==> src/common/sfpic_defs.vh <==
// Function
// - Only the sleep command B9H puts the device to sleep; deselect means standby.
// - While asleep every command is ignored except the wake command ABH.
// - Sleep runs only if chip select rises right after the eighth command bit.
// - Sleep state is reached after the sleep entry delay from chip select rise.
// - Sleep command during a program, erase or status write cycle is rejected.
// - Chip select high with no cycle running deselects the device into standby.
// - Wake is ABH alone; other commands accepted only after the plain wake delay.
// - ABH with three dummy bytes streams device ID MSB first on falling edges.
// - Wake/ID command is ignored while the operation active flag is 1.
// - 90H with address 0 gives maker then device ID; address 1 swaps order.
// - 9FH streams maker ID, memory type, capacity on falling clock edges.
// - 9FH is not decoded during an erase or program cycle.
// - Chip select high ends ID output and returns the device to standby.
// - A3H plus three dummy bytes enters boost mode.
// - ABH, 06H or B9H leave boost mode.
// - Continuous mode bits AXH make the next transaction the same fast read.
// - In continuous mode standard commands are ignored; FFH clears that mode.
// - Pause 75H acts only during sector/block erase or page program, within limit.
// - While paused, status write, page program and all erases are refused.
// - Busy reads 1 during the pause transition and 0 once reads are allowed.
// - Resume 7AH sets busy and continues the operation; ignored unless paused.
// - Operation active flag is 1 during a self-timed cycle, 0 after it.
`ifndef SFPIC_DEFS_VH
`define SFPIC_DEFS_VH

// Command codes
`define SFPIC_CMD_SLEEP 8'hB9
`define SFPIC_CMD_WAKE_ID 8'hAB
`define SFPIC_CMD_MAKER_PART 8'h90
`define SFPIC_CMD_THREE_ID 8'h9F
`define SFPIC_CMD_BOOST 8'hA3
`define SFPIC_CMD_XIP_EXIT 8'hFF
`define SFPIC_CMD_PAUSE 8'h75
`define SFPIC_CMD_RESUME 8'h7A
`define SFPIC_CMD_WREN 8'h06
`define SFPIC_CMD_WRSR 8'h01
`define SFPIC_CMD_PROG 8'h02
`define SFPIC_CMD_ERASE_SEC 8'h20
`define SFPIC_CMD_ERASE_32K 8'h52
`define SFPIC_CMD_ERASE_64K 8'hD8
`define SFPIC_CMD_ERASE_CH0 8'hC7
`define SFPIC_CMD_ERASE_CH1 8'h60

// Continuous mode match on upper nibble; 90H address that puts device ID first
`define SFPIC_XIP_NIB 4'hA
`define SFPIC_ADDR_DEV_FIRST 8'h01

// Timing, in ns, and clock rate in MHz
`define SFPIC_CLK_MHZ 250
`define SFPIC_SLEEP_NS 3000
`define SFPIC_WAKE1_NS 3000
`define SFPIC_WAKE2_NS 1800
`define SFPIC_PAUSE_NS 2000

// Identification values (arbitrary)
`define SFPIC_MFR_ID 8'h5A
`define SFPIC_MEM_TYPE 8'h40
`define SFPIC_MEM_CAP 8'h13
`define SFPIC_DEV_ID 8'h12

// Output stream lengths in bits, and index of the last dummy byte
`define SFPIC_LEN8 5'd8
`define SFPIC_LEN16 5'd16
`define SFPIC_LEN24 5'd24
`define SFPIC_DUMMY_LAST 2'd2

// Pin idle levels after reset: chip select high, clock and data low
`define SFPIC_PIN_IDLE 3'h4

`endif

==> src/design/sfpic_core.v <==
`include "sfpic_defs.vh"

module sfpic_core #(
    parameter SLEEP_NS = `SFPIC_SLEEP_NS,
    parameter WAKE1_NS = `SFPIC_WAKE1_NS,
    parameter WAKE2_NS = `SFPIC_WAKE2_NS,
    parameter PAUSE_NS = `SFPIC_PAUSE_NS,
    parameter [7:0] MFR_ID = `SFPIC_MFR_ID,
    parameter [7:0] MEM_TYPE = `SFPIC_MEM_TYPE,
    parameter [7:0] MEM_CAP = `SFPIC_MEM_CAP,
    parameter [7:0] DEV_ID = `SFPIC_DEV_ID
) (
    input wire clk_i,
    input wire rst_n_i,
    input wire en_i,
    input wire cs_n_i,
    input wire sclk_i,
    input wire si_i,
    output wire so_o,
    output wire so_oe_o,
    input wire op_active_flag_i,
    input wire op_pausable_i,
    input wire cont_bits_valid_i,
    input wire [7:0] continuous_mode_bits_i,
    output reg cmd_valid_o,
    output reg [7:0] cmd_code_o,
    output reg xip_read_o,
    output reg op_pause_o,
    output reg op_resume_o,
    output reg busy_o,
    output reg asleep_o,
    output wire cmd_ready_o,
    output reg boost_mode_o,
    output reg xip_mode_o
);
    // Least delays round up, the pause limit rounds down but not below one cycle
    localparam integer SLEEP_CYC = (SLEEP_NS * `SFPIC_CLK_MHZ + 999) / 1000;
    localparam integer WAKE1_CYC = (WAKE1_NS * `SFPIC_CLK_MHZ + 999) / 1000;
    localparam integer WAKE2_CYC = (WAKE2_NS * `SFPIC_CLK_MHZ + 999) / 1000;
    localparam integer PAUSE_RAW = (PAUSE_NS * `SFPIC_CLK_MHZ) / 1000;
    localparam integer PAUSE_CYC = (PAUSE_RAW < 1) ? 32'h0000_0001 : PAUSE_RAW;

    localparam [2:0] ST_IDLE = 3'd0;
    localparam [2:0] ST_CMD = 3'd1;
    localparam [2:0] ST_HOLD = 3'd2;
    localparam [2:0] ST_DUMMY = 3'd3;
    localparam [2:0] ST_OUT = 3'd4;
    localparam [2:0] ST_IGN = 3'd5;

    localparam [1:0] TM_NONE = 2'd0;
    localparam [1:0] TM_SLEEP = 2'd1;
    localparam [1:0] TM_WAKE = 2'd2;
    localparam [1:0] TM_PAUSE = 2'd3;

    // Commands that a paused operation cannot accept
    function pause_blocked;
        input [7:0] code;
        begin
            pause_blocked = (code == `SFPIC_CMD_WRSR) || (code == `SFPIC_CMD_PROG) ||
                (code == `SFPIC_CMD_ERASE_SEC) || (code == `SFPIC_CMD_ERASE_32K) ||
                (code == `SFPIC_CMD_ERASE_64K) || (code == `SFPIC_CMD_ERASE_CH0) ||
                (code == `SFPIC_CMD_ERASE_CH1);
        end
    endfunction

    wire [2:0] pins_s;
    wire cs_s;
    wire sclk_s;
    wire si_s;
    reg cs_p_q;
    reg sclk_p_q;
    reg [2:0] st_q;
    reg [7:0] sh_q;
    reg [2:0] bit_q;
    reg [1:0] byte_q;
    reg [7:0] cmd_q;
    reg addr_hi_zero_q;
    reg [23:0] out_buf_q;
    reg [4:0] out_len_q;
    reg [4:0] ptr_q;
    reg so_q;
    reg [23:0] tmr_q;
    reg [1:0] tmr_mode_q;
    reg paused_q;

    sfpic_sync u_sync (
        .clk_i(clk_i),
        .rst_n_i(rst_n_i),
        .en_i(en_i),
        .async_i({cs_n_i, sclk_i, si_i}),
        .sync_o(pins_s)
    );

    assign cs_s = pins_s[2];
    assign sclk_s = pins_s[1];
    assign si_s = pins_s[0];

    // Edges of the host-made clock and chip select, seen on our own clock
    wire cs_rise = cs_s & ~cs_p_q;
    wire cs_fall = ~cs_s & cs_p_q;
    wire sclk_rise = sclk_s & ~sclk_p_q & ~cs_s;
    wire sclk_fall = ~sclk_s & sclk_p_q & ~cs_s;
    wire byte_done = sclk_rise & (bit_q == 3'd7);
    wire [7:0] new_byte = {sh_q[6:0], si_s};
    // Sleeping, going to sleep or waking: nothing is heard but the wake command once asleep
    wire gated = asleep_o | (tmr_mode_q == TM_SLEEP) | (tmr_mode_q == TM_WAKE);
    wire tmr_expire = (tmr_mode_q != TM_NONE) & (tmr_q == 24'h00_0001);

    assign so_o = so_q;
    assign so_oe_o = (st_q == ST_OUT) & ~cs_s;
    assign cmd_ready_o = ~gated;

    // Edge history
    always @(posedge clk_i or negedge rst_n_i) begin
        if (!rst_n_i) begin
            cs_p_q <= 1'b1;
            sclk_p_q <= 1'b0;
        end else if (en_i) begin
            cs_p_q <= cs_s;
            sclk_p_q <= sclk_s;
        end
    end

    // Input shift register and bit counter; the counter restarts on every selection
    always @(posedge clk_i or negedge rst_n_i) begin
        if (!rst_n_i) begin
            sh_q <= 8'h00;
            bit_q <= 3'd0;
        end else if (en_i) begin
            if (cs_fall) begin
                bit_q <= 3'd0;
            end else if (sclk_rise) begin
                sh_q <= new_byte;
                bit_q <= bit_q + 3'd1;
            end
        end
    end

    // ID output: a new bit on each falling edge, the stream wraps around
    always @(posedge clk_i or negedge rst_n_i) begin
        if (!rst_n_i) begin
            so_q <= 1'b0;
            ptr_q <= 5'd0;
        end else if (en_i) begin
            if (byte_done && st_q != ST_OUT) begin
                ptr_q <= out_len_d_m1(st_q, cmd_q); // Not mid-stream: the stream must wrap
            end else if (sclk_fall && st_q == ST_OUT) begin
                so_q <= out_buf_q[ptr_q];
                ptr_q <= (ptr_q == 5'd0) ? out_len_q - 5'd1 : ptr_q - 5'd1;
            end
        end
    end

    // Start pointer for whatever stream the finishing byte may open
    function [4:0] out_len_d_m1;
        input [2:0] st;
        input [7:0] cmd;
        begin
            if (st == ST_CMD) begin
                out_len_d_m1 = `SFPIC_LEN24 - 5'd1;
            end else if (cmd == `SFPIC_CMD_MAKER_PART) begin
                out_len_d_m1 = `SFPIC_LEN16 - 5'd1;
            end else begin
                out_len_d_m1 = `SFPIC_LEN8 - 5'd1;
            end
        end
    endfunction

    // Command decode and transaction sequencing
    always @(posedge clk_i or negedge rst_n_i) begin
        if (!rst_n_i) begin
            st_q <= ST_IDLE;
            cmd_q <= 8'h00;
            byte_q <= 2'd0;
            addr_hi_zero_q <= 1'b1;
            out_buf_q <= 24'h00_0000;
            out_len_q <= `SFPIC_LEN8;
            cmd_valid_o <= 1'b0;
            cmd_code_o <= 8'h00;
            xip_read_o <= 1'b0;
            op_resume_o <= 1'b0;
            paused_q <= 1'b0;
            boost_mode_o <= 1'b0;
            xip_mode_o <= 1'b0;
            asleep_o <= 1'b0;
            tmr_q <= 24'h00_0000;
            tmr_mode_q <= TM_NONE;
        end else if (en_i) begin
            cmd_valid_o <= 1'b0;
            xip_read_o <= 1'b0;
            op_resume_o <= 1'b0;
            // Shared delay timer
            if (tmr_mode_q != TM_NONE) begin
                tmr_q <= tmr_q - 24'h00_0001;
            end
            if (tmr_expire) begin
                tmr_mode_q <= TM_NONE;
                if (tmr_mode_q == TM_SLEEP) begin
                    asleep_o <= 1'b1;
                end
            end
            if (cs_rise) begin
                // Deselect always returns to standby; ends any ID stream
                st_q <= ST_IDLE;
                // Sleep only on exactly eight bits and no cycle running
                if (st_q == ST_HOLD && bit_q == 3'd0 && cmd_q == `SFPIC_CMD_SLEEP &&
                    !op_active_flag_i && tmr_mode_q == TM_NONE) begin
                    tmr_mode_q <= TM_SLEEP;
                    tmr_q <= SLEEP_CYC[23:0];
                    boost_mode_o <= 1'b0;
                end
                // Bare wake byte from sleep
                if (st_q == ST_DUMMY && cmd_q == `SFPIC_CMD_WAKE_ID && asleep_o &&
                    byte_q == 2'd0 && bit_q == 3'd0) begin
                    asleep_o <= 1'b0;
                    tmr_mode_q <= TM_WAKE;
                    tmr_q <= WAKE1_CYC[23:0];
                end
                // Wake with ID readout from sleep
                if (st_q == ST_OUT && cmd_q == `SFPIC_CMD_WAKE_ID && asleep_o) begin
                    asleep_o <= 1'b0;
                    tmr_mode_q <= TM_WAKE;
                    tmr_q <= WAKE2_CYC[23:0];
                end
            end else if (cs_fall) begin
                byte_q <= 2'd0;
                addr_hi_zero_q <= 1'b1;
                if (xip_mode_o && !gated) begin
                    xip_read_o <= 1'b1;
                end
                st_q <= ST_CMD;
            end else if (sclk_rise) begin
                case (st_q)
                    ST_CMD: begin
                        if (byte_done) begin
                            cmd_q <= new_byte;
                            st_q <= ST_IGN;
                            if (xip_mode_o && !gated) begin
                                // Leading byte of a continuous read is not a command
                                if (new_byte == `SFPIC_CMD_XIP_EXIT) begin
                                    xip_mode_o <= 1'b0;
                                end
                            end else if (gated) begin
                                // Wake only if no self-timed cycle is running
                                if (asleep_o && new_byte == `SFPIC_CMD_WAKE_ID &&
                                    !op_active_flag_i) begin
                                    st_q <= ST_DUMMY;
                                end
                            end else begin
                                case (new_byte)
                                    `SFPIC_CMD_SLEEP: begin
                                        st_q <= ST_HOLD;
                                    end
                                    `SFPIC_CMD_WAKE_ID: begin
                                        if (!op_active_flag_i) begin
                                            st_q <= ST_DUMMY;
                                            boost_mode_o <= 1'b0;
                                        end
                                    end
                                    `SFPIC_CMD_THREE_ID: begin
                                        if (!op_active_flag_i) begin
                                            out_buf_q <= {MFR_ID, MEM_TYPE, MEM_CAP};
                                            out_len_q <= `SFPIC_LEN24;
                                            st_q <= ST_OUT;
                                        end
                                    end
                                    `SFPIC_CMD_MAKER_PART: begin
                                        st_q <= ST_DUMMY;
                                    end
                                    `SFPIC_CMD_BOOST: begin
                                        st_q <= ST_DUMMY;
                                    end
                                    `SFPIC_CMD_PAUSE: begin
                                        // Only a running pausable operation is paused
                                        if (op_active_flag_i && op_pausable_i && !paused_q) begin
                                            paused_q <= 1'b1;
                                            tmr_mode_q <= TM_PAUSE;
                                            tmr_q <= PAUSE_CYC[23:0];
                                        end
                                    end
                                    `SFPIC_CMD_RESUME: begin
                                        if (paused_q) begin
                                            paused_q <= 1'b0;
                                            op_resume_o <= 1'b1;
                                        end
                                    end
                                    `SFPIC_CMD_XIP_EXIT: begin
                                        xip_mode_o <= 1'b0;
                                    end
                                    default: begin
                                        // Other commands go to their own engines
                                        if (!(paused_q && pause_blocked(new_byte))) begin
                                            cmd_valid_o <= 1'b1;
                                            cmd_code_o <= new_byte;
                                        end
                                        if (new_byte == `SFPIC_CMD_WREN) begin
                                            boost_mode_o <= 1'b0;
                                        end
                                    end
                                endcase
                            end
                        end
                    end
                    ST_HOLD: begin
                        // A ninth bit spoils a single-byte command
                        st_q <= ST_IGN;
                    end
                    ST_DUMMY: begin
                        if (byte_done) begin
                            byte_q <= byte_q + 2'd1;
                            if (byte_q != `SFPIC_DUMMY_LAST) begin
                                if (new_byte != 8'h00) begin
                                    addr_hi_zero_q <= 1'b0;
                                end
                            end else begin
                                // Third byte: dummies are not looked at
                                st_q <= ST_IGN;
                                if (cmd_q == `SFPIC_CMD_WAKE_ID) begin
                                    out_buf_q <= {16'h0000, DEV_ID};
                                    out_len_q <= `SFPIC_LEN8;
                                    st_q <= ST_OUT;
                                end else if (cmd_q == `SFPIC_CMD_BOOST) begin
                                    boost_mode_o <= 1'b1;
                                end else if (addr_hi_zero_q && new_byte == 8'h00) begin
                                    out_buf_q <= {8'h00, MFR_ID, DEV_ID};
                                    out_len_q <= `SFPIC_LEN16;
                                    st_q <= ST_OUT;
                                end else if (addr_hi_zero_q &&
                                    new_byte == `SFPIC_ADDR_DEV_FIRST) begin
                                    out_buf_q <= {8'h00, DEV_ID, MFR_ID};
                                    out_len_q <= `SFPIC_LEN16;
                                    st_q <= ST_OUT;
                                end
                            end
                        end
                    end
                    ST_OUT: begin
                        st_q <= ST_OUT;
                    end
                    ST_IGN: begin
                        st_q <= ST_IGN;
                    end
                    default: begin
                        st_q <= ST_IDLE;
                    end
                endcase
            end
            // Mode bits from the fast read engine; last, so a new setting beats an exit
            if (cont_bits_valid_i) begin
                xip_mode_o <= (continuous_mode_bits_i[7:4] == `SFPIC_XIP_NIB);
            end
        end
    end

    // Busy: 1 while pausing, hidden while paused, engine flag otherwise
    always @(posedge clk_i or negedge rst_n_i) begin
        if (!rst_n_i) begin
            busy_o <= 1'b0;
            op_pause_o <= 1'b0;
        end else if (en_i) begin
            busy_o <= (tmr_mode_q == TM_PAUSE && !tmr_expire) ||
                (op_active_flag_i && !paused_q);
            op_pause_o <= paused_q;
        end
    end
endmodule // sfpic_core

==> src/design/sfpic_sync.v <==
`include "sfpic_defs.vh"

// Two-stage synchroniser for the three link pins
module sfpic_sync (
    input wire clk_i,
    input wire rst_n_i,
    input wire en_i,
    input wire [2:0] async_i,
    output wire [2:0] sync_o
);
    reg [2:0] meta_q;
    reg [2:0] stab_q;

    // First stage feeds only the second stage
    always @(posedge clk_i or negedge rst_n_i) begin
        if (!rst_n_i) begin
            // Idle levels, so no false clock edge follows reset
            meta_q <= `SFPIC_PIN_IDLE;
            stab_q <= `SFPIC_PIN_IDLE;
        end else if (en_i) begin
            meta_q <= async_i;
            stab_q <= meta_q;
        end
    end

    assign sync_o = stab_q;
endmodule // sfpic_sync

==> config.mk <==
export PLATFORM = sky130hd
export DESIGN_NAME = sfpic_core
export DESIGN_NICKNAME = d
export VERILOG_FILES = /design/src/design/sfpic_core.v /design/src/design/sfpic_sync.v
export VERILOG_INCLUDE_DIRS = /design/src /design/src/common
export SDC_FILE = /design/constraint.sdc
export NUM_CORES = 1
export LEC_CHECK = 0
export BUFFER_PORTS_ARGS = -buffer_cell sky130_fd_sc_hd__buf_2
export CORE_UTILIZATION = 35
export DETAILED_ROUTE_END_ITERATION = 8
export HOLD_SLACK_MARGIN = 0.15
export PLACE_DENSITY = 0.62
export SYNTH_ARGS = -nofsm -noshare
export SYNTH_HDL_FRONTEND = slang
export SYNTH_SLANG_ARGS = --single-unit
==> constraint.sdc <==
create_clock -name clk_i -period 2 [get_ports clk_i]
set_input_delay 0.4 -clock clk_i [delete_from_list [all_inputs] [get_ports clk_i]]
set_output_delay 0.4 -clock clk_i [all_outputs]
set_load 0.03 [all_outputs]
==> results of run 1 <==
## critical path, stage by stage (launching register included)
cell       delay [ps]
dfrtp_1           380
or3b_4            420
nor4_4            360
buf_4             210
nand2_4            60
o21a_4            220
a21oi_4           210
clkbuf_16         200
nor2_2             30
## Yosys cell counts, types with 4 or more instances
| cell type | count | area share [%] |
|---|---|---|
| nand3_1 | 20 | 1.9 |
| mux2_2 | 30 | 6.5 |
| o31ai_1 | 5 | 0.73 |
| clkbuf_1 | 13 | 0.94 |
| nor3_1 | 27 | 2.6 |
| nand2b_1 | 11 | 1.3 |
| and4_1 | 6 | 1.0 |
| nor3b_1 | 10 | 1.5 |
| inv_1 | 27 | 2.0 |
| nor2_1 | 44 | 3.2 |
| o21ai_0 | 16 | 1.5 |
| nand2_1 | 38 | 2.8 |
| nand4_1 | 10 | 1.2 |
| nor4_1 | 11 | 1.3 |
| or4_1 | 5 | 0.73 |
| xnor2_1 | 5 | 0.85 |
| o2bb2ai_1 | 5 | 0.85 |
| o21a_1 | 6 | 0.87 |
| a21oi_1 | 23 | 2.2 |
| a22oi_1 | 6 | 0.87 |
| or3_1 | 5 | 0.60 |
| ha_1 | 10 | 2.4 |
| o22ai_1 | 7 | 0.85 |
| dfstp_2 | 5 | 2.5 |
| nor2b_1 | 6 | 0.73 |
| xor2_1 | 10 | 1.7 |
| buf_2 | 10 | 0.97 |
| and3_1 | 4 | 0.48 |
| dfrtp_1 | 84 | 41 |
## power breakdown
part	total, W	switching, W	internal [W]
Clock	0.00175	0.000718	0.00103
Sequential	0.00241	0.000332	0.00208
Combinational	0.00241	0.00118	0.00123
## layer usage
| layer | vias to the layer above | track usage (%) | wire, µm |
|---|---|---|---|
| li1 | 2285 | - | - |
| met1 | 2395 | 28.25 | 7043 |
| met2 | 94 | 31.32 | 7213 |
| met3 | 23 | 2.885 | 488 |
| met4 | 0 | 8.810 | 333 |
| met5 | - | 0 | 0 |
## kinds of logic after synthesis
kind of cell / Yosys count / share of synthesized area [%]
multiplexers: 32 / 6.913
flip-flops: 89 / 43.15
adder cells (fa/ha/maj): 10 / 2.417
XOR/XNOR: 15 / 2.538
AND/OR/NAND/NOR: 228 / 25.82
buffers and inverters: 57 / 4.955
AO/OA/AOI/OAI: 106 / 14.21
## sequential cells by signal, summed over array words and instances (netlist names), 3 cells and up
| name | flops |
|---|---|
| sh_q | 7 |
| out_buf_q | 6 |
| ptr_q | 5 |
| st_q | 3 |
| u_sync.sync_o | 3 |
| tmr_q | 24 |
| cmd_code_o | 8 |
| bit_q | 3 |
| cmd_q | 8 |
| u_sync.meta_q | 3 |
## worst min path at each step
stage / startpoint / to / slack [ps] / depth (start not counted)
4_1_cts: si_i / u_sync.meta_q[0] / 270 / 2
6_report: si_i / u_sync.meta_q[0] / 280 / 2
2_1_floorplan: rst_n_i / asleep_o / 100 / 0
3_5_place_dp: rst_n_i / u_sync.meta_q[1] / 270 / 1
3_3_place_gp: rst_n_i / u_sync.meta_q[1] / 270 / 1
5_1_grt: sclk_i / u_sync.meta_q[1] / 290 / 2
## repair_timing
action                                  CTS  global route
buffers inserted                         17            17
resized for setup                        64            87
hold endpoints to repair                 13             0
hold buffers                              1             0
pin swaps                                23            38
cloned                                    1             0
endpoints found under the setup margin   52            64
## through the flow
step	worst slack, ps	hold slack (ps)	total power [W]	area, µm²	TNS (ps)
4_1_cts	-233.1	274.5	0.006350	6974	-6361
5_1_grt	-302.8	290.0	0.006939	7396	-9687
2_1_floorplan	-191.6	104.4	0.003502	5196	-3363
3_5_place_dp	-246.5	274.9	0.004376	6252	-6494
3_3_place_gp	-197.1	271.9	0.004301	6252	-4782
6_report	-216.2	284.6	0.006578	7396	-5801
## cells in the final DEF (no fill, tap or decap), types with 5 or more instances in the layout
master and instances:
nand2b_1 9, nand2_1 35, nor2b_1 6, nand4_1 10
dfrtp_1 81, and4_1 5, nor2_1 24, inv_1 27
ha_1 6, buf_6 22, buf_4 109, o21a_1 5
nor2_2 14, o22ai_1 6, mux2_2 29, a21oi_2 6
xnor2_1 5, a21oi_1 16, nand3_1 15, clkbuf_16 10
xor2_1 10, nor3_1 21, nor4_1 7, dfstp_2 5
o21ai_0 8, buf_2 28, nor3b_1 8, o21ai_1 6
nor2_4 8, nor3_2 5
## final cells by class
cell class,instances,area (µm²)
multi-input cells,391,3206
inverters,27,101.3
well taps,184,230.2
repair buffers,165,1321
flip-flops and latches,89,2237
clock inverters,3,40.04
clock buffers,13,260.3
fillers,1315,7083
==> results.toml, run 1 <==
[setup_path]
crit_start = "st_q[1]"
startpoint_type = "flip-flop"
reg2regPathDepth = 8
r2r_end = "tmr_q[14]"
cp-end-kind = "flip-flop"
crit_type = "reg2reg"
critPathRequiredTime_ps = 2240
endpoint = "tmr_q[14]"
timing.reg2reg.setup_slack_ps = -220
r2r-start = "st_q[1]"
worst_ep_arrival_time_ps = 2450
crit_fanout = 6

[floorplanning]
die_area_um2 = 15280
core_um2 = 14480
die_h_um = 123.6
die_w_um = 123.6
start_util_pct = 35.75
rows = 44
io_pins = 36

[synth]
synth_edf_count = 0
ys_ff_latch = 89
async_flop_share_pct = 100.0
syn_inst = 537
ys_seq_area_share_pct = 43.15
synth_area_um2 = 5176
avgSynthCellArea_um2 = 9.639
synth_cell_types = 75
synth_fp_nets = 564
synth_flop_cell = "dfrtp_1"
yosysWarnings = 0

[layout]
stdcell_count = 872
drive_above_1_share_pct = 45.64
final_util_pct = 51.08
area_growth_pct = 42.88
fin_nets = 710
n_antenna_cell = 0

[sta]
min_period_ps = 2216
slew_viol_final = 0
finalCritPeriodShare_pct = 110.8
fin_ws_ps = -216.2
finalSetupViolCount = 39
rsz0062_at_grt = "true"
worst_pin_slew_ps = 566.1
fmax_mhz = 451.2
finClkSkew_ps = 8.574
slew_headroom_pct = 61.91
finalHoldViolations = 0

[clock_tree]
insertion_delay_ps = 350
clk_path_buf_depth = 2
cts_buffers = 9
cts.htree.levels = 3
cts_tree = "built"
clk_pin_slew_worst_paths_ps = 70
cts_root_buffer = "clkbuf_16"
clock_sinks = 89

[pwr]
powerDensity_nw_per_um2 = 889.4
power_leakage_nw = 3.269
irDropWorstVdd_uv = 596.1

[detailed_routing]
drt-total-wl_um = 15080
wl_per_cell_um = 17.29
via_per_inst = 5.501
vias = 4797
ant_nets = 0
drt_iter0_drc = 257
first_pass_iters = 4
drc = 0

[placement]
numPortBuffers = 31
gp_congestion = 0.8750
dp_cells = 828
dpl.hpwl_um = 10190

[outcome]
status = "finished, violations left"
failed_checks = "negative setup slack"

[global_routing]
overflow = 0
antenna_found_initial = 0
grt_pass1_vias = 4719
grt_max_degree = 52
track_usage_pct = 20.28
grt_first_pass_wirelength_um = 23920

[min_path]
hold_path_class = "in2reg"

[flow_run]
max-cap-violations = 0
Power figures use the tool's default switching activity.
==> run 2: changes to the inputs <==
--- a/config.mk
+++ b/config.mk
@@ -10,7 +10,7 @@
 export CORE_UTILIZATION = 35
 export DETAILED_ROUTE_END_ITERATION = 8
 export HOLD_SLACK_MARGIN = 0.15
-export PLACE_DENSITY = 0.62
+export PLACE_DENSITY = 0.6
 export SYNTH_ARGS = -nofsm -noshare
 export SYNTH_HDL_FRONTEND = slang
 export SYNTH_SLANG_ARGS = --single-unit
==> constraint.sdc (replaced) <==
create_clock -name clk_i -period 2.5 [get_ports clk_i]
set_input_delay 0.5 -clock clk_i [delete_from_list [all_inputs] [get_ports clk_i]]
set_output_delay 0.5 -clock clk_i [all_outputs]
set_load 0.03 [all_outputs]
==> run 2 against run 1 <==
The run now ends clean. Hold slack better by 99 ps. Via count down 11%. Global-route usage shrank 2.7 points. Register-to-register slack gained 400 ps. Fmax fell by 4.5%. Final cell count fell by 11%. Die area unchanged. Power decreased by 28%. Sequential cell count did not move. Critical path depth did not move. Cell area shrank 18%. Critical endpoint is now tmr_q[16]. Largest cell class unchanged.
==> results.toml, run 2 (same netlist as run 1, synthesis figures left out) <==
[layout]
stdcell_count = 772
largest_registers = "tmr_q: 24 flops, cmd_code_o: 8 flops, cmd_q: 8 flops"
final_util_pct = 41.77
final_cell_mix = "dfrtp_1 (83), nor2_1 (44), nand2_1 (38), buf_4 (32)"
largest-register = "tmr_q"
drive_above_1_share_pct = 22.62
n_antenna_cell = 0
fin_area_um2 = 6048
largest_reg_flops = 24
fin_nets = 610
fill_cells = 1421
area_growth_pct = 16.85
final_common_cell = "dfrtp_1"

[detailed_routing]
wl_per_cell_um = 16.09
ant_nets = 0
via_per_inst = 5.561
drt-total-wl_um = 12420
drc = 0
vias = 4293
drt_iter0_drc = 246
first_pass_iters = 5

[setup_path]
cp-end-kind = "flip-flop"
cpPeakStageDelay_ps = 490
critPathRequiredTime_ps = 2730
crit_top_cell = "buf_4"
crit_slowest_cell = "dfrtp_1"
cp_top_family = "simple AND/OR/NAND/NOR gates"
crit_type = "reg2reg"
worst_ep_arrival_time_ps = 2550
crit_fanout = 13
startpoint_type = "flip-flop"
path_buf_inv = 2
crit_chain = "or3b_1 -> nor4_4 -> buf_4 -> nand2_1 -> o21a_1 -> a21oi_2 -> buf_4 -> nor2_1"

[clock_tree]
cts_tree = "built"
clock_sinks = 89
clk_path_buf_depth = 2
clk_pin_slew_worst_paths_ps = 70
insertion_delay_ps = 350
cts.htree.levels = 3
cts_buffers = 9
cts_root_buffer = "clkbuf_16"

[global_routing]
grt_pass1_vias = 4113
overflow = 0
grtUsageMet2_pct = 27.08
grt_first_pass_wirelength_um = 20900
met3_usage_pct = 3.617
antenna_found_initial = 0
grt-busiest-layer = "met2"
use_met1_pct = 24.39
track_usage_pct = 17.62
grt_max_degree = 72

[pwr]
power_leakage_nw = 2.679
irDropWorstVdd_uv = 509.5
powerDensity_nw_per_um2 = 785.5
power_w = 0.004751

[floorplanning]
rows = 44
die_w_um = 123.6
start_util_pct = 35.75
die_area_um2 = 15280
io_pins = 36
die_h_um = 123.6
core_um2 = 14480

[min_path]
hold_path_class = "in2reg"

[sta]
tns_ps = 0
worst_pin_slew_ps = 588.9
finalCritPeriodShare_pct = 92.78
finalHoldViolations = 0
finClkSkew_ps = 12.48
fmax_mhz = 431.1
slew_viol_final = 0
rsz0062_at_grt = "false"
min_period_ps = 2320
slew_headroom_pct = 60.24
finalSetupViolCount = 0

[placement]
dpl.hpwl_um = 9053
gp_congestion = 0.9187
dp_cells = 754
placed_area_um2 = 5674
numPortBuffers = 31

[flow_run]
max-cap-violations = 0

[outcome]
status = "completed"
-- run 2: layer usage --
layer / vias up / share of wire [%] / routed length (µm)
met5: - / 0 / 0
met3: 19 / 4.0 / 498
li1: 2071 / - / -
met1: 2106 / 48 / 6003
met2: 97 / 45 / 5643
met4: 0 / 2.2 / 274
-- run 2: timing repair --
action	CTS	global route
hold endpoints to repair	17	0
endpoints found under the setup margin	0	27
gates resized for setup	0	1
hold buffers	1	0
buffers inserted	0	1
-- run 2: power by group --
part           switching (W)  total [W]  internal, W
clock network       0.000562    0.00160      0.00103
registers           0.000310    0.00197      0.00166
logic               0.000657    0.00119     0.000529
-- run 2: metrics by stage --
step | hold slack, ps | setup slack [ps]
after global placement | 400.6 | 219.1
final | 383.7 | 180.5
after floorplan | 204.4 | 280.8
after detailed placement | 405.6 | 151.3
after CTS | 375.3 | 129.5
after global routing | 378.7 | 29.59
-- run 2: cell type report --
class	instances	area, µm²	share of cell area [%]
Clock buffer	12	256.5	4.241
Clock inverter	4	98.84	1.634
Inverter	27	101.3	1.676
Multi-Input combinational cell	391	2686	44.41
Sequential cell	89	2235	36.95
Tap cell	184	230.2	3.806
Timing Repair Buffer	65	440.4	7.282
-- run 2: worst paths after layout --
kind                       startpoint          endpoint  slack (ps)  cells past startpoint
max in group asynchronous     rst_n_i    addr_hi_zero_q        1200                      3
min reg2reg                    busy_o            busy_o         470                      1
max reg2reg                   st_q[2]         tmr_q[16]         180                      8
min                              si_i  u_sync.meta_q[0]         380                      2
max                           st_q[2]         tmr_q[16]         180                      8
min in group asynchronous     rst_n_i         tmr_q[17]         580                      2
==> run 3: changes to the inputs <==
--- a/config.mk
+++ b/config.mk
@@ -7,10 +7,12 @@
 export NUM_CORES = 1
 export LEC_CHECK = 0
 export BUFFER_PORTS_ARGS = -buffer_cell sky130_fd_sc_hd__buf_2
+export CELL_PAD_IN_SITES_DETAIL_PLACEMENT = 1
+export CELL_PAD_IN_SITES_GLOBAL_PLACEMENT = 1
 export CORE_UTILIZATION = 35
 export DETAILED_ROUTE_END_ITERATION = 8
 export HOLD_SLACK_MARGIN = 0.15
-export PLACE_DENSITY = 0.6
+export PLACE_DENSITY_LB_ADDON = 0.1
 export SYNTH_ARGS = -nofsm -noshare
 export SYNTH_HDL_FRONTEND = slang
 export SYNTH_SLANG_ARGS = --single-unit
==> run 3 against run 2 <==
Routed wire length up 18%. Critical path depth down 2. Global-route usage up 3.5 points. Critical path type unchanged. Critical endpoint is now st_q[2].
==> results.toml, run 3 (same netlist as run 1, synthesis figures left out) <==
[outcome]
status = "completed"

[setup_path]
endpoint = "st_q[2]"
r2r-start = "sh_q[5]"
crit_start = "sh_q[5]"
crit_fanout = 8
worst_ep_arrival_time_ps = 2610
crit_type = "reg2reg"
r2r_end = "st_q[2]"
startpoint_type = "flip-flop"
cp-end-kind = "flip-flop"
cp_top_family = "simple AND/OR/NAND/NOR gates"
path_buf_inv = 0
reg2regPathDepth = 6
crit_chain = "nand4bb_1 -> or4b_2 -> nand3_1 -> a32oi_1 -> a2111oi_0 -> nor3_1"
crit_slowest_cell = "or4b_2"
cpPeakStageDelay_ps = 630
cp.depth = 6
critPathRequiredTime_ps = 2720
timing.reg2reg.setup_slack_ps = 110

[sta]
fmax_mhz = 418.5
finalHoldViolations = 0
slew_headroom_pct = 53.02
finalCritPeriodShare_pct = 95.57
finClkSkew_ps = 9.623
slew_viol_final = 0
fin_ws_ps = 110.7
min_period_ps = 2389
worst_pin_slew_ps = 704.6
finalSetupViolCount = 0

[global_routing]
grt_pass1_vias = 4518
grt_first_pass_wirelength_um = 24560
grt_max_degree = 53
antenna_found_initial = 0
overflow = 0
track_usage_pct = 21.12

[min_path]
hold_path_class = "in2async"

[clock_tree]
clk_pin_slew_worst_paths_ps = 70
cts_buffers = 9
cts.htree.levels = 3
clock_sinks = 89
cts_root_buffer = "clkbuf_16"
cts_hold_buf = 0
cts_tree = "built"
clk_path_buf_depth = 2
insertion_delay_ps = 350

[detailed_routing]
drt_iter0_drc = 151
vias = 4400
ant_nets = 0
drt-total-wl_um = 14660
wl_per_cell_um = 18.74
first_pass_iters = 4
drc = 0
via_per_inst = 5.627

[layout]
drive_above_1_share_pct = 24.58
final_common_cell = "dfrtp_1"
final_cell_mix = "dfrtp_1 (81), buf_4 (45), nor2_1 (44), nand2_1 (38)"
largest-register = "tmr_q"
n_antenna_cell = 0
final_util_pct = 41.87
largest_registers = "tmr_q: 24 flops, cmd_code_o: 8 flops, cmd_q: 8 flops"
largest_reg_flops = 24
area_growth_pct = 17.11
fin_nets = 620

[placement]
gp_congestion = 0.8165
numPortBuffers = 31
dp_slack_ps = 132.1
dpl.hpwl_um = 10730

[floorplanning]
die_area_um2 = 15280
start_util_pct = 35.75
die_h_um = 123.6
io_pins = 36
core_um2 = 14480
die_w_um = 123.6
rows = 44

[pwr]
irDropWorstVdd_uv = 457.1
power_leakage_nw = 2.697
power_w = 0.004733
powerDensity_nw_per_um2 = 780.8

[flow_run]
max-cap-violations = 0
## run 3: how the worst min path moves through the flow
stage	endpoint	slack, ps	cells past startpoint
2_1_floorplan	asleep_o	200	0
3_3_place_gp	addr_hi_zero_q	460	2
3_5_place_dp	addr_hi_zero_q	460	2
4_1_cts	bit_q[0]	220	1
5_1_grt	bit_q[0]	240	1
6_report	so_o	190	1
## run 3: repair_timing
item	in CTS	in global routing
resized for setup	0	3
endpoints found under the setup margin	0	16
setup buffers	0	3
## run 3: where the power goes
| group | switching, W | internal, W | leakage, nW |
|---|---|---|---|
| logic | 0.000689 | 0.000556 | 1.42 |
| clock network | 0.000617 | 0.000876 | 0.152 |
| registers | 0.000334 | 0.00166 | 1.12 |
## run 3: area by class of cell
cell class | count | area [µm²]
Sequential cell | 89 | 2237
Tap cell | 184 | 230.2
Clock buffer | 9 | 225.2
Multi-Input combinational cell | 391 | 2686
Timing Repair Buffer | 75 | 488.0
Inverter | 27 | 101.3
Clock inverter | 7 | 93.84
Fill cell | 1664 | 8417
## run 3: layer usage
layer / global-route usage, % / routed length, µm / vias up / share of wire [%]
li1: - / - / 2088 / -
met3: 3.159 / 332 / 11 / 2.3
met1: 29.89 / 7389 / 2247 / 50
met5: 0 / 0 / - / 0
met2: 32.74 / 6732 / 54 / 46
met4: 7.229 / 203 / 0 / 1.4
## run 3: per-stage QoR
stage | instances | area (µm²) | TNS [ps] | hold slack (ps)
6_report | 782 | 6062 | 0 | 194.0
2_1_floorplan | 537 | 5176 | 0 | 204.4
3_5_place_dp | 763 | 5717 | 0 | 460.9
3_3_place_gp | 763 | 5717 | 0 | 459.9
4_1_cts | 779 | 6036 | 0 | 223.2
5_1_grt | 782 | 6062 | -31.72 | 243.6
